--- src/fsrc_defines.vh ---
// constants for the flash security and reset-sequence control block
`ifndef FSRC_DEFINES_VH
`define FSRC_DEFINES_VH
// nonvolatile configuration field addresses (18-bit global)
`define FSRC_ADDR_SEC_BYTE 18'h3FF0F
`define FSRC_ADDR_KEY_BASE 18'h3FF00
`define FSRC_ADDR_KEY_LAST 18'h3FF07
`define FSRC_NUM_KEYS 3'h4
// security byte field positions
`define FSRC_SEC_LSB 0
`define FSRC_SEC_MSB 1
`define FSRC_BACKDOOR_KEY_ENABLE_FIELD_LSB 6
`define FSRC_BACKDOOR_KEY_ENABLE_FIELD_MSB 7
`define FSRC_SEC_UNSECURE 2'h2
`define FSRC_SEC_SECURE 2'h3
// built-in fully protected and secured defaults
`define FSRC_DFLT_SECURITY 8'hFF
`define FSRC_DFLT_PROT 8'h00
`define FSRC_DFLT_OPTION 8'hFF
`define FSRC_DFLT_CONFIG 8'h00
// forbidden key words
`define FSRC_KEY_ZERO 16'h0000
`define FSRC_KEY_ONES 16'hFFFF
// reset sequence item indices
`define FSRC_ITEM_CONFIG 3'h0
`define FSRC_ITEM_PPROT 3'h1
`define FSRC_ITEM_DPROT 3'h2
`define FSRC_ITEM_OPTION 3'h3
`define FSRC_ITEM_SEC 3'h4
`define FSRC_ITEM_LAST 3'h4
// cycles of the initial hold in the reset sequence
`define FSRC_HOLD_CYCLES 4'h8
`endif

--- src/fsrc_ctrl.v ---
// flash security, backdoor unlock and reset-sequence control
// Function
// - load security register from byte each reset
// - new security byte applies after reset only
// - backdoor key is four stored words
// - key-enable gates verify-key comparison of keys
// - match forces security state field to unsecure
// - all-zeros and all-ones keys never unlock
// - flash reads invalid while verify-key runs
// - illegal key blocks verify-key until reset
// - verify-key leaves stored bytes and protection
// - special mode erased-verify unsecures, enables debug
// - commands gated by mode and security
// - reset sequence loads config, protection, option, security
// - reset sequence error gives secured defaults
// - double fault in sequence sets verify bits
// - complete flag low during sequence, then high
// - stall accesses during initial hold
// - command register writes ignored until complete
// - reset aborts running command immediately
// - complete flag clear while command executes
// - stop request waits for active command
`timescale 1ns/1ns
`include "fsrc_defines.vh"
module fsrc_ctrl #(
  parameter [1:0] BACKDOOR_KEY_ENABLE_FIELD_ENABLED = 2'h2,
  parameter [3:0] HOLD_CYCLES = `FSRC_HOLD_CYCLES
) (
  // clock and reset
  input wire clk,
  input wire resetn,
  input wire clk_en,
  // nonvolatile read port used by the reset sequence
  output reg nv_rd_q,
  output reg [17:0] nv_addr_q,
  input wire nv_rd_valid,
  input wire [15:0] nv_rd_data,
  input wire nv_rd_error,
  input wire nv_double_fault,
  // mode and command interface from the cpu or debug port
  input wire special_mode,
  input wire cmd_launch,
  input wire cmd_is_verify_key,
  input wire cmd_is_erase_verify_all,
  input wire cmd_allowed_secure,
  input wire cmd_allowed_unsecure,
  input wire [63:0] cmd_keys,
  input wire engine_done,
  input wire engine_erased,
  input wire cmdreg_wr,
  input wire stop_req,
  // results
  output reg security_state_field_q,
  output reg [7:0] security_register_q,
  output reg [7:0] program_area_protection_register_q,
  output reg [7:0] data_area_protection_register_q,
  output reg [7:0] option_register_q,
  output reg [7:0] block_config_q,
  output reg [1:0] verify_status_bits_q,
  output reg command_complete_flag_q,
  output reg cpu_stall_q,
  output reg flash_read_invalid_q,
  output reg cmd_accepted_q,
  output reg cmd_rejected_q,
  output reg cmdreg_wr_en_q,
  output reg debug_enabled_q,
  output reg key_blocked_q,
  output reg stop_ack_q,
  output reg engine_start_q
);
  // ------------------------------------------------------------
  // state encoding
  // ------------------------------------------------------------
  localparam [2:0] ST_HOLD = 3'h0;
  localparam [2:0] ST_READ = 3'h1;
  localparam [2:0] ST_WAIT = 3'h2;
  localparam [2:0] ST_IDLE = 3'h3;
  localparam [2:0] ST_BUSY = 3'h4;
  localparam [2:0] ST_KEY = 3'h5;

  reg [2:0] state_q;
  reg [3:0] hold_cnt_q;
  reg [2:0] item_q;
  reg key_cmd_q;
  reg erase_verify_q;
  reg [7:0] sec_work;
  wire seq_any_error;
  wire seq_double_fault;
  wire [3:0] key_ok;
  wire [3:0] key_illegal;

  // ------------------------------------------------------------
  // helpers
  // ------------------------------------------------------------
  // address of each reset-sequence item in the configuration field
  function [17:0] item_addr;
    input [2:0] item;
    begin
      case (item)
        `FSRC_ITEM_SEC: item_addr = `FSRC_ADDR_SEC_BYTE;
        default: item_addr = `FSRC_ADDR_KEY_LAST + {15'h0, item} + 18'h1;
      endcase
    end
  endfunction

  // secured unless the field holds the unsecure code
  function is_unsecure;
    input [7:0] secreg;
    begin
      is_unsecure = (secreg[`FSRC_SEC_MSB:`FSRC_SEC_LSB] == `FSRC_SEC_UNSECURE);
    end
  endfunction

  // ------------------------------------------------------------
  // sub-blocks
  // ------------------------------------------------------------
  fsrc_ecc_status u_status (
    .clk(clk),
    .resetn(resetn),
    .clk_en(clk_en),
    .clear(1'b0),
    .read_strobe(nv_rd_valid && state_q == ST_WAIT),
    .read_error(nv_rd_error),
    .double_fault(nv_double_fault),
    .any_error_q(seq_any_error),
    .double_fault_q(seq_double_fault)
  );

  // key words are taken from the stored copy, candidates from the command
  genvar gi;
  generate
    for (gi = 0; gi < 4; gi = gi + 1) begin : g_key
      fsrc_key_check #(.WIDTH(16)) u_chk (
        .stored_word(nv_rd_data),
        .candidate_word(cmd_keys[gi*16 +: 16]),
        .word_ok(key_ok[gi]),
        .word_illegal(key_illegal[gi])
      );
    end
  endgenerate

  // ------------------------------------------------------------
  // main sequencer
  // ------------------------------------------------------------
  // stored key words arrive one per read; candidates compared in turn
  reg key_bad_q;
  always @* begin
    sec_work = security_register_q;
    sec_work[`FSRC_SEC_MSB:`FSRC_SEC_LSB] = `FSRC_SEC_UNSECURE;
  end

  always @(posedge clk) begin
    if (!resetn) begin
      // reset aborts any command at once, engine start dropped
      state_q <= ST_HOLD;
      hold_cnt_q <= 4'h0;
      item_q <= 3'h0;
      key_cmd_q <= 1'b0;
      key_bad_q <= 1'b0;
      erase_verify_q <= 1'b0;
      nv_rd_q <= 1'b0;
      nv_addr_q <= 18'h0;
      security_state_field_q <= 1'b1;
      security_register_q <= `FSRC_DFLT_SECURITY;
      program_area_protection_register_q <= `FSRC_DFLT_PROT;
      data_area_protection_register_q <= `FSRC_DFLT_PROT;
      option_register_q <= `FSRC_DFLT_OPTION;
      block_config_q <= `FSRC_DFLT_CONFIG;
      verify_status_bits_q <= 2'h0;
      command_complete_flag_q <= 1'b0;
      cpu_stall_q <= 1'b1;
      flash_read_invalid_q <= 1'b0;
      cmd_accepted_q <= 1'b0;
      cmd_rejected_q <= 1'b0;
      cmdreg_wr_en_q <= 1'b0;
      debug_enabled_q <= 1'b0;
      key_blocked_q <= 1'b0;
      stop_ack_q <= 1'b0;
      engine_start_q <= 1'b0;
    end else if (clk_en) begin
      cmd_accepted_q <= 1'b0;
      cmd_rejected_q <= 1'b0;
      engine_start_q <= 1'b0;
      nv_rd_q <= 1'b0;
      // stop only granted when no command is active
      stop_ack_q <= stop_req && command_complete_flag_q;
      case (state_q)
        ST_HOLD: begin
          if (hold_cnt_q == HOLD_CYCLES - 4'h1) begin
            cpu_stall_q <= 1'b0;
            state_q <= ST_READ;
          end else begin
            hold_cnt_q <= hold_cnt_q + 4'h1;
          end
        end
        ST_READ: begin
          nv_rd_q <= 1'b1;
          nv_addr_q <= item_addr(item_q);
          state_q <= ST_WAIT;
        end
        ST_WAIT: begin
          if (nv_rd_valid) begin
            // each item loaded in turn; security byte last
            case (item_q)
              `FSRC_ITEM_CONFIG: block_config_q <= nv_rd_data[7:0];
              `FSRC_ITEM_PPROT: program_area_protection_register_q <= nv_rd_data[7:0];
              `FSRC_ITEM_DPROT: data_area_protection_register_q <= nv_rd_data[7:0];
              `FSRC_ITEM_OPTION: option_register_q <= nv_rd_data[7:0];
              default: security_register_q <= nv_rd_data[7:0];
            endcase
            if (item_q == `FSRC_ITEM_LAST) begin
              state_q <= ST_IDLE;
            end else begin
              item_q <= item_q + 3'h1;
              state_q <= ST_READ;
            end
          end
        end
        ST_IDLE: begin
          if (item_q == `FSRC_ITEM_LAST) begin
            // end of reset sequence: apply defaults on any fault
            item_q <= 3'h0;
            if (seq_any_error || nv_rd_error || nv_double_fault) begin
              security_register_q <= `FSRC_DFLT_SECURITY;
              program_area_protection_register_q <= `FSRC_DFLT_PROT;
              data_area_protection_register_q <= `FSRC_DFLT_PROT;
              option_register_q <= `FSRC_DFLT_OPTION;
              block_config_q <= `FSRC_DFLT_CONFIG;
              security_state_field_q <= 1'b1;
            end else begin
              security_state_field_q <= !is_unsecure(security_register_q);
            end
            if (seq_double_fault || nv_double_fault) begin
              verify_status_bits_q <= 2'h3;
            end
            command_complete_flag_q <= 1'b1;
            cmdreg_wr_en_q <= 1'b1;
            debug_enabled_q <= is_unsecure(security_register_q) && !seq_any_error;
          end else if (cmd_launch) begin
            // availability depends on mode and security state
            if ((security_state_field_q ? cmd_allowed_secure : cmd_allowed_unsecure)
                && !(cmd_is_verify_key && (key_blocked_q
                || security_register_q[`FSRC_BACKDOOR_KEY_ENABLE_FIELD_MSB:`FSRC_BACKDOOR_KEY_ENABLE_FIELD_LSB]
                   != BACKDOOR_KEY_ENABLE_FIELD_ENABLED))) begin
              cmd_accepted_q <= 1'b1;
              command_complete_flag_q <= 1'b0;
              cmdreg_wr_en_q <= 1'b0;
              verify_status_bits_q <= 2'h0;
              if (cmd_is_verify_key) begin
                key_cmd_q <= 1'b1;
                key_bad_q <= 1'b0;
                flash_read_invalid_q <= 1'b1;
                state_q <= ST_KEY;
              end else begin
                erase_verify_q <= cmd_is_erase_verify_all && special_mode;
                engine_start_q <= 1'b1;
                state_q <= ST_BUSY;
              end
            end else begin
              cmd_rejected_q <= 1'b1;
            end
          end
        end
        ST_BUSY: begin
          if (engine_done) begin
            if (erase_verify_q && engine_erased) begin
              security_state_field_q <= 1'b0;
              security_register_q <= sec_work;
              debug_enabled_q <= 1'b1;
            end
            erase_verify_q <= 1'b0;
            command_complete_flag_q <= 1'b1;
            cmdreg_wr_en_q <= 1'b1;
            state_q <= ST_IDLE;
          end
        end
        ST_KEY: begin
          // read the four stored words; nothing nonvolatile is written
          if (!nv_rd_q && !nv_rd_valid && hold_cnt_q != 4'hF) begin
            nv_rd_q <= 1'b1;
            nv_addr_q <= `FSRC_ADDR_KEY_BASE + {14'h0, item_q[1:0], 2'h0} - {15'h0, item_q} * 18'h2;
            hold_cnt_q <= 4'hF;
          end else if (nv_rd_valid) begin
            hold_cnt_q <= 4'h0;
            if (!key_ok[item_q[1:0]] || key_illegal[item_q[1:0]]) begin
              key_bad_q <= 1'b1;
            end
            if (item_q == `FSRC_NUM_KEYS - 3'h1) begin
              item_q <= 3'h0;
              key_cmd_q <= 1'b0;
              flash_read_invalid_q <= 1'b0;
              command_complete_flag_q <= 1'b1;
              cmdreg_wr_en_q <= 1'b1;
              state_q <= ST_IDLE;
              if (key_bad_q || !key_ok[item_q[1:0]]) begin
                key_blocked_q <= 1'b1;
                verify_status_bits_q <= 2'h2;
              end else begin
                security_register_q <= sec_work;
                security_state_field_q <= 1'b0;
                debug_enabled_q <= 1'b1;
              end
            end else begin
              item_q <= item_q + 3'h1;
            end
          end
        end
        default: state_q <= ST_HOLD;
      endcase
    end
  end
endmodule // fsrc_ctrl

--- src/fsrc_key_check.v ---
// backdoor key comparator: one stored word against one candidate
`timescale 1ns/1ns
module fsrc_key_check #(
  parameter WIDTH = 16
) (
  // operands
  input wire [WIDTH-1:0] stored_word,
  input wire [WIDTH-1:0] candidate_word,
  // result
  output wire word_ok,
  output wire word_illegal
);
  // all-zeros and all-ones can never unlock, even if stored that way
  assign word_illegal = (stored_word == {WIDTH{1'b0}}) || (stored_word == {WIDTH{1'b1}});
  assign word_ok = (stored_word == candidate_word) && !word_illegal;
endmodule // fsrc_key_check

--- src/fsrc_ecc_status.v ---
// sticky collection of read faults seen during the reset sequence
`timescale 1ns/1ns
module fsrc_ecc_status (
  // clock and reset
  input wire clk,
  input wire resetn,
  input wire clk_en,
  // fault inputs
  input wire clear,
  input wire read_strobe,
  input wire read_error,
  input wire double_fault,
  // sticky results
  output reg any_error_q,
  output reg double_fault_q
);
  // a fault in the same cycle as clear is kept: set wins
  always @(posedge clk) begin
    if (!resetn) begin
      any_error_q <= 1'b0;
      double_fault_q <= 1'b0;
    end else if (clk_en) begin
      any_error_q <= (any_error_q & ~clear) | (read_strobe & (read_error | double_fault));
      double_fault_q <= (double_fault_q & ~clear) | (read_strobe & double_fault);
    end
  end
endmodule // fsrc_ecc_status

--- config.mk ---
export PLATFORM = sky130hd
export DESIGN_NAME = fsrc_ctrl
export DESIGN_NICKNAME = d
export VERILOG_FILES = /design/src/fsrc_ctrl.v /design/src/fsrc_key_check.v /design/src/fsrc_ecc_status.v
export VERILOG_INCLUDE_DIRS = /design/src
export SDC_FILE = /design/constraint.sdc
export NUM_CORES = 1
export LEC_CHECK = 0
export BUFFER_PORTS_ARGS = -buffer_cell sky130_fd_sc_hd__clkbuf_2
export CORE_AREA = 10 10 133 135
export CTS_CLUSTER_SIZE = 25
export DETAILED_ROUTE_END_ITERATION = 8
export DIE_AREA = 0 0 143 145
export GPL_ROUTABILITY_DRIVEN = 0
export PLACE_DENSITY_LB_ADDON = 0.08
export SLEW_MARGIN = 20
export SYNTH_ARGS = -nofsm -noshare
export SYNTH_HDL_FRONTEND = slang
export SYNTH_SLANG_ARGS = --single-unit
--- constraint.sdc ---
create_clock -name clk -period 4.8 [get_ports clk]
set_input_delay 0.48 -clock clk [delete_from_list [all_inputs] [get_ports clk]]
set_output_delay 0.48 -clock clk [all_outputs]
set_load 0.05 [all_outputs]
## Yosys cells after proc, flatten, opt, wreduce, memory -nomap -nowiden

Cells that the tools add are included.

- Memories kept: 0
- Memory bits (read-only): 0
- Word-level logic and storage cells: 272
- Latch bits: 0
- RAM bits: 0
- Flip-flop bits (word level): 85

- Muxes and demuxes: 127
- Divide/modulo/power cells: 0
- Shift-type cells: 0
- Multipliers: 0
- Add/subtract/negate cells: 6
- Eq/ne operators: 47
- Magnitude comparators: 1
- Reduce and logical (&&, ||, !) cells: 57
- Bitwise logic cells: 8

Operator list:

| cell | count |
|---|---|
| 2-to-1 mux 8 bit | 14 |
| == test 16 bit | 4 |
| one-hot mux 8 bit (2 select lines) | 4 |
| 2-to-1 mux 1 bit | 59 |
| 2-to-1 mux 3 bit | 15 |
| inequality test 2 bit (second input constant) | 22 |
| 2-to-1 mux 18 bit | 2 |
| one-hot mux 18 bit (2 select lines) | 1 |
| AND reduction 9 bit | 4 |
| one-hot mux 8 bit (4 select lines) | 1 |
| 2-to-1 mux 2 bit | 15 |
| AND reduction 6 bit | 5 |
| one-hot mux 3 bit (6 select lines) | 1 |
| == test 16 bit (second input constant) | 1 |
| logical NOT 16 bit | 1 |
| AND reduction 8 bit | 2 |
| AND reduction 7 bit | 2 |
| logical AND 1 bit | 13 |
| == test 3 x 2 -> 1 bit (second input constant) | 4 |
| 2-to-1 mux 4 bit | 3 |
| inequality test 3 bit (second input constant) | 4 |
| AND reduction 12 bit | 1 |
| adder 10 x 2 -> 11 bit (second input constant) | 1 |
| subtractor 10 x 5 -> 11 bit | 1 |
| other kinds (30) | 66 |

## Longest topological paths before layout

Gate-level depths: netlist (run 1).

- Depth after elaboration: 13
- Mapped depth: 11
- Depth with buffers taken out: 9

## By module

A second synthesis (run 1) with hierarchy kept.

- Cells, all modules: 559
- Area total of the unflattened synthesis: 4710.8 µm²

By module, submodules not included:

| module | sequential area each (µm²) | cells an instance | instances | area an instance (µm²) |
|---|---|---|---|---|
| fsrc_ctrl | 1481.4 | 419 | 1 | 3653.5 |
| fsrc_key_check | 0.0 | 33 | 4 | 242.7 |
| fsrc_ecc_status | 40.0 | 8 | 1 | 86.3 |

## Worst setup path after synthesis (run 1)

No wires, ideal clock.

- Kind: register -> register
- Start point: register item_q[0]
- End point: register security_register_q[0]
- Data arrival time: 2.152 ns
- Period minus slack after synthesis: 2.285 ns
- Slack: 2.515 ns
- Required time: 4.667 ns
- Cell stages (with the launch flop): 12
- Cell sequence: dfxtp_1 > buf_2 > inv_1 > ha_1 > and2_1 > buf_4 > o311ai_1 > a31oi_4 > nand2_1 > a311oi_2 > and3_1 > o21ai_1

- Word-level cells in the longest chain between the ends: 6
- Elaborated cells between the ends (all ways): 15
- Classes of those cells: eq/ne: 8; mux: 2; reduce/logical: 5

Ends and longest elaborated chain:

| item | RTL line | source |
|---|---|---|
| start, declared | fsrc_ctrl.v:83 | `reg [2:0] item_q;` |
| start signal, assigned | fsrc_ctrl.v:214 | `item_q <= item_q + 3'h1;` |
| start signal, assigned | fsrc_ctrl.v:304 | `item_q <= item_q + 3'h1;` |
| binary-select mux 1 bit (select 2 bit) | fsrc_ctrl.v:295 | `if (key_bad_q \|\| !key_ok[item_q[1:0]]) begin` |
| 2-to-1 mux 1 bit (not written as such) | fsrc_ctrl.v:295 |  |
| logical NOT 1 bit | fsrc_ctrl.v:295 |  |
| logical OR 1 bit | fsrc_ctrl.v:295 |  |
| inequality test 2 bit (no source line) | n/a |  |
| AND reduction 12 bit (no source line) (*) | n/a |  |
| end signal, assigned | fsrc_ctrl.v:224 | `` security_register_q <= `FSRC_DFLT_SECURITY; `` |
| end signal, assigned | fsrc_ctrl.v:268 | `security_register_q <= sec_work;` |
| end signal, assigned | fsrc_ctrl.v:299 | `security_register_q <= sec_work;` |
| end, declared | fsrc_ctrl.v:54 | `output reg [7:0] security_register_q,` |

Mark *: on every way between the ends. The rest lies on a longest branch, timed or not. The select of a mux whose other input is x is not followed.
A chain may end at the register's enable or synchronous reset.

## Worst setup path after layout (run 1)

- Start point: register item_q[0]
- End point: register security_register_q[4]

- Word-level cells in the longest chain between the ends: 4
- Elaborated cells between the ends (all ways): 9
- Classes of those cells: eq/ne: 6; reduce/logical: 3

Ends and longest elaborated chain:

| item | RTL line | source |
|---|---|---|
| == test 3 x 2 -> 1 bit (tied with other cells) | fsrc_ctrl.v:204, fsrc_ctrl.v:288 |  |
| OR reduction 4 bit (no source line) | n/a |  |
| inequality test 2 bit (no source line) | n/a |  |
| AND reduction 8 bit (no source line) (*) | n/a |  |
| end signal, assigned | fsrc_ctrl.v:209 | `default: security_register_q <= nv_rd_data[7:0];` |
| end signal, assigned | fsrc_ctrl.v:224 |  |
| end signal, assigned | fsrc_ctrl.v:299 |  |

Mark *: on every way between the ends. The rest lies on a longest branch, timed or not.

==> flow_metrics.py, run 1 <==
metrics = {
    "status": {
        "status": "complete, no violations",
    },
    "yosys": {
        "synthCells": 551,
        "synth_edf_count": 0,
        "synth_area_leaders": "dfxtp_1, xor2_1, mux2i_1, xnor2_1, nor2b_1",
        "ys_ff_latch": 76,
        "synth_commonest_cells": "dfxtp_1, nand2_1, nor2b_1",
        "syn_area_per_cell_um2": 8.59,
        "synthDistinctLibCells": 61,
        "synth_area_leader_cell": "dfxtp_1",
        "synth_area_mm2": 0.00473,
        "yosysWarnings": 0,
        "synth-seq-area-share": 0.322,
        "synth_most_common_cell": "dfxtp_1",
        "synthArstFlopShare": 0,
        "netlist.area_leader.share": 0.322,
        "synth_nets": 659,
        "synthFlopType": "dfxtp_1",
    },
    "power": {
        "cellPowerDensity_mw_per_mm2": 263,
        "seqPwrFrac": 0.414,
        "combPwrFrac": 0.106,
        "p_int_uw": 1160,
        "p_leak_uw": 0.00265,
        "swShare": 0.242,
        "clock_power_share": 0.480,
        "total_power_uw": 1530,
        "ir_drop_v": 0.000156,
        "p_switching_uw": 372,
    },
    "clock_network": {
        "cts_buffers": 9,
        "cts_tree": "yes",
        "cts.sinks": 76,
        "cts-root-buf": "clkbuf_16",
        "clk_path_buf_depth": 2,
        "h-tree-depth": 3,
        "cts.clk_slew.worst_paths_ps": 60,
        "hold_buffers": 0,
        "cts-resized-gates": 0,
        "post_cts_buffers": 0,
        "clk_latency_ps": 340,
    },
    "die": {
        "die_x_um": 143,
        "die_area_mm2": 0.0207,
        "ios": 168,
        "core_mm2": 0.0150,
        "fp-row-count": 45,
        "start_util": 0.315,
        "die_y_um": 145,
    },
    "run": {
        "max-cap-violations": 0,
    },
    "worst_setup_path": {
        "cpLargestDelayFamily": "compound AO/OA/AOI/OAI gates",
        "end_kind": "flip-flop",
        "crit_buf_inv": 1,
        "rrSetupSlack_ps": 1830,
        "worstPathRequired_ps": 4980,
        "r2r_start": "item_q[0]",
        "regToRegEndpoint": "security_register_q[4]",
        "endpoint": "security_register_q[4]",
        "cpPeakStageDelay_ps": 560,
        "arrival_ps": 3150,
        "cp_cell_sequence": "inv_1 > ha_1 > and2_1 > o311ai_1 > a31oi_4 > o2111ai_1 > nand2_1 > o211ai_1",
        "start_kind": "flip-flop",
        "cp.depth": 8,
        "slowest_stage": "o2111ai_1",
        "path_max_fanout": 12,
        "crit_start": "item_q[0]",
        "worstSetupPathType": "reg2reg",
        "r2r_cells": 8,
    },
    "timing": {
        "fin_setup_tns_ps": 0,
        "drv_slew": 0,
        "finalCritPeriodShare": 0.620,
        "worst_pin_slew_ps": 999,
        "skew_ps": 3.85,
        "setup_ws_ps": 1830,
        "hold_viol_final": 0,
        "slew_headroom": 0.333,
        "setup_viol": 0,
        "timing.hold.ws_ps": 406,
        "rsz0062_at_grt": "false",
        "max_freq_ghz": 0.336,
        "period_minus_slack_ps": 2970,
    },
    "routing": {
        "drc_errors": 0,
        "dr.pass1.iters": 5,
        "routedWlPerCell_um": 18.7,
        "drt_iter0_drc": 199,
        "drt-total-wl_um": 16300,
        "via_count": 4351,
        "viasPerCell": 4.98,
        "ant_nets": 0,
    },
    "grt": {
        "grt_pass1_vias": 4629,
        "globalRouteOverflowTotal": 0,
        "track_usage": 0.157,
        "grt_max_degree": 44,
        "antenna_found_initial": 0,
        "grt_pass1_wl_um": 26000,
    },
    "min_path": {
        "hold_class": "in2reg",
    },
    "placed_design": {
        "io_buffers": 166,
        "post-place-ws_ps": 1820,
        "dp_hpwl_um": 12800,
    },
    "finish": {
        "diodes": 0,
        "layout.nets": 788,
        "area_delta_synth_final_pct": 23.4,
        "final_layout_size_suffix_gt1_frac": 0.296,
    },
}
## layout make-up
type	count	area [um2]
clock buffers	10	229
multi-input cells	415	2880
fillers	1568	9190
clock inverters	6	88.8
inverters	9	33.8
well taps	188	235
flip-flops and latches	76	1520
repair buffers	169	853
## through the flow
| step | area [um2] | std cells | util |
|---|---|---|---|
| 2_1_floorplan | 4730 | 551 | - |
| 4_1_cts | 5840 | 873 | 0.388 |
| 3_5_place_dp | 5520 | 857 | 0.367 |
| 5_1_grt | 5840 | 873 | 0.388 |
| 3_3_place_gp | 5510 | 856 | 0.367 |
| 6_report | 5840 | 873 | 0.388 |
## layer usage
| metal | up-vias | global-route usage | routed length (um) |
|---|---|---|---|
| met2 | 150 | 0.255 | 7550 |
| met5 | - | 0 | 0 |
| met4 | 0 | 0.0490 | 268 |
| met1 | 2018 | 0.187 | 7170 |
| met3 | 13 | 0.0561 | 1330 |
| li1 | 2170 | - | - |
## cells by family (layout without fill, tap and decap cells)
logic type                 Yosys count  in the layout  share of synthesized area
and+or+nand+nor                    216            216                      0.242
adders and majority gates           12             12                     0.0333
AOI/OAI and AO/OA                   94             94                      0.153
xor gates and xnor gates            65             65                      0.120
muxes                               28             28                     0.0592
DFF                                 76             76                      0.322
buffers and inverters               60            194                     0.0703
## sequential cells by signal, indices dropped and copies added (netlist names), 2 cells and up
signal                              count
nv_addr_q                               9
block_config_q                          8
data_area_protection_register_q         8
option_register_q                       8
program_area_protection_register_q      8
security_register_q                     8
hold_cnt_q                              4
item_q                                  3
state_q                                 3
verify_status_bits_q                    2
## how the worst min path moves through the flow
stage          cells past startpoint                      end                     from  slack (ps)
3_3_place_gp                       2              cpu_stall_q              cpu_stall_q         440
6_report                           3               stop_ack_q                 stop_req         410
2_1_floorplan                      2  u_status.double_fault_q  u_status.double_fault_q         460
5_1_grt                            3               stop_ack_q                 stop_req         400
3_5_place_dp                       2              cpu_stall_q              cpu_stall_q         440
4_1_cts                            3               stop_ack_q                 stop_req         390
## layout by cell type, fill, tap and decap left out, types with 3 or more instances in the layout
cell	n
clkbuf_2	166
dfxtp_1	76
nand2_1	54
nor2b_1	34
xor2_1	33
xnor2_1	32
nor2_1	31
mux2i_1	28
a21oi_1	24
nor4_1	15
o211ai_1	15
nand4_1	13
nor3_1	13
and2_1	13
nand3_1	12
o21ai_0	12
ha_1	11
inv_1	9
and3_1	9
clkbuf_16	9
nand2b_1	5
a21boi_0	5
a211oi_1	4
nor3b_1	4
o21a_1	3
o21ai_4	3
o211a_1	3
buf_4	3
## power by group through the flow
stage               Sequential (uW)  Clock [uW]  Combinational (uW)
floorplan                       648           0                98.5
global placement                648           0                 162
detailed placement              648           0                 164
CTS                             634         753                 164
global route                    634         780                 179
finish                          634         736                 163
## worst register-to-register path, delay by kind of cell, from the launching register on
family,cells,cell delay [ps]
fa+ha+maj,1,200
flops,1,440
buf+inv,1,210
simple gates,2,610
compound gates,4,1340
No activity file was read; power rests on OpenSTA's default activity.
==> inputs of run 2 (changes only) <==
Clock period 4.8 ns to 2.4 ns, I/O delays scaled along.
==> run 2 against run 1 <==
  * Power up 100%
  * Core utilization is 1.8 points higher
  * Via count is 2.7% higher
  * Clock skew rose by 7.0 ps
  * Final area grew 4.5%
  * Critical endpoint is now security_register_q[0]
  * Worst setup slack lost 1600 ps
  * Die area did not move
  * Worst hold slack got worse by 240 ps
  * Critical path depth grew 1
==> flow_metrics.py, run 2 (same netlist as run 1, synthesis figures left out) <==
metrics = {
    "routing": {
        "viasPerCell": 4.93,
        "routedWlPerCell_um": 18.2,
        "drt-total-wl_um": 16500,
        "via_count": 4470,
        "ant_nets": 0,
        "drt_iter0_drc": 222,
        "dr.pass1.iters": 4,
        "drc_errors": 0,
    },
    "placed_design": {
        "io_buffers": 166,
        "dp_cells": 891,
        "dp_hpwl_um": 13200,
        "post-place-ws_ps": 172,
        "placed_cell_area_mm2": 0.00578,
    },
    "power": {
        "clock_power_share": 0.477,
        "combPwrFrac": 0.111,
        "swShare": 0.241,
        "p_leak_uw": 0.00282,
        "cellPowerDensity_mw_per_mm2": 503,
        "p_switching_uw": 741,
        "p_int_uw": 2330,
        "seqPwrFrac": 0.413,
        "ir_drop_v": 0.000374,
    },
    "run": {
        "max-cap-violations": 0,
    },
    "clock_network": {
        "clk_latency_ps": 330,
        "cts_tree": "yes",
        "clk_path_buf_depth": 2,
        "cts.clk_slew.worst_paths_ps": 60,
        "post_cts_buffers": 0,
        "cts.sinks": 76,
        "h-tree-depth": 3,
        "cts-root-buf": "clkbuf_16",
        "cts_buffers": 9,
    },
    "worst_setup_path": {
        "arrival_ps": 2390,
        "start_kind": "flip-flop",
        "end_kind": "flip-flop",
        "worstPathRequired_ps": 2590,
        "path_max_fanout": 5,
        "worstSetupPathType": "reg2reg",
    },
    "finish": {
        "n_fill_cell": 1549,
        "final_layout_size_suffix_gt1_frac": 0.331,
        "largest_register": "nv_addr_q",
        "layout_commonest_cell": "clkbuf_2",
        "largest_register_ffs": 9,
        "final_area_mm2": 0.00610,
        "utilization": 0.406,
        "fin_cells": 906,
        "multi_input_area_mm2": 0.00289,
        "layout.nets": 822,
        "diodes": 0,
        "layout_common_cells": "clkbuf_2, dfxtp_1, nand2_1",
        "regArea_mm2": 0.00152,
        "area_delta_synth_final_pct": 29.0,
    },
    "timing": {
        "max_freq_ghz": 0.455,
        "finalCritPeriodShare": 0.916,
        "setup_ws_ps": 201,
        "period_minus_slack_ps": 2200,
        "slew_headroom": 0.564,
        "skew_ps": 10.9,
        "setup_viol": 0,
        "worst_pin_slew_ps": 654,
        "drv_slew": 0,
        "hold_viol_final": 0,
        "fin_setup_tns_ps": 0,
        "rsz0062_at_grt": "false",
    },
    "die": {
        "core_mm2": 0.0150,
        "die_y_um": 145,
        "ios": 168,
        "die_area_mm2": 0.0207,
        "fp-row-count": 45,
        "start_util": 0.315,
        "die_x_um": 143,
    },
    "grt": {
        "grt_pass1_wl_um": 26000,
        "grt_pass1_vias": 4689,
        "grt_max_degree": 38,
        "track_usage": 0.157,
        "antenna_found_initial": 0,
        "globalRouteOverflowTotal": 0,
    },
    "status": {
        "status": "complete, no violations",
    },
    "min_path": {
        "hold_class": "in2reg",
    },
}
## run 2: worst paths after layout
kind / slack (ps) / endpoint / depth (start not counted) / startpoint
setup / recovery: 200 / security_register_q[0] / 9 / item_q[1]
hold / removal: 170 / stop_ack_q / 3 / stop_req
setup reg to reg: 200 / security_register_q[0] / 9 / item_q[1]
hold reg to reg: 450 / cpu_stall_q / 2 / cpu_stall_q
## run 2: through the flow
step / hold WS (ps) / total power (uW)
floorplan: 408 / 1490
global placement: 439 / 1640
detailed placement: 452 / 1640
CTS: 150 / 3110
global route: 192 / 3190
finish: 165 / 3070
## run 2: repair_timing
item                                    4_1_cts  5_1_grt
gates resized for setup                       0        2
hold buffers                                  0        0
endpoints found under the setup margin        0        2
## run 2: power groups by stage
stage	registers [uW]	logic [uW]	clock network, uW
after CTS	1270	344	1500
after floorplan	1300	197	0
after global placement	1300	340	0
after global routing	1270	371	1550
after detailed placement	1300	343	0
final	1270	340	1460
## run 2: routing by layer
| layer | wire length, um | part of all wire | GRT usage | up-vias |
|---|---|---|---|---|
| li1 | - | - | - | 2233 |
| met1 | 7260 | 0.44 | 0.188 | 2060 |
| met2 | 7660 | 0.46 | 0.255 | 159 |
| met3 | 1310 | 0.079 | 0.0522 | 18 |
| met4 | 285 | 0.017 | 0.0495 | 0 |
| met5 | 0 | 0 | 0 | - |
## run 2: area by class of cell
type / instances / share of cell area
clock inverters: 6 / 0.0146
repair buffers: 203 / 0.182
multi-input cells: 415 / 0.474
flip-flops and latches: 76 / 0.249
inverters: 9 / 0.00553
clock buffers: 9 / 0.0369
well taps: 188 / 0.0385
## run 2: critical path: stages (launching register included)
cell and delay, ps:
dfxtp_1 410, ha_1 200, ha_1 190, nand2_1 140, a2bb2oi_4 210, nor2b_2 220, nand2_1 110, a311oi_4 340
and3_1 200, o21ai_1 50
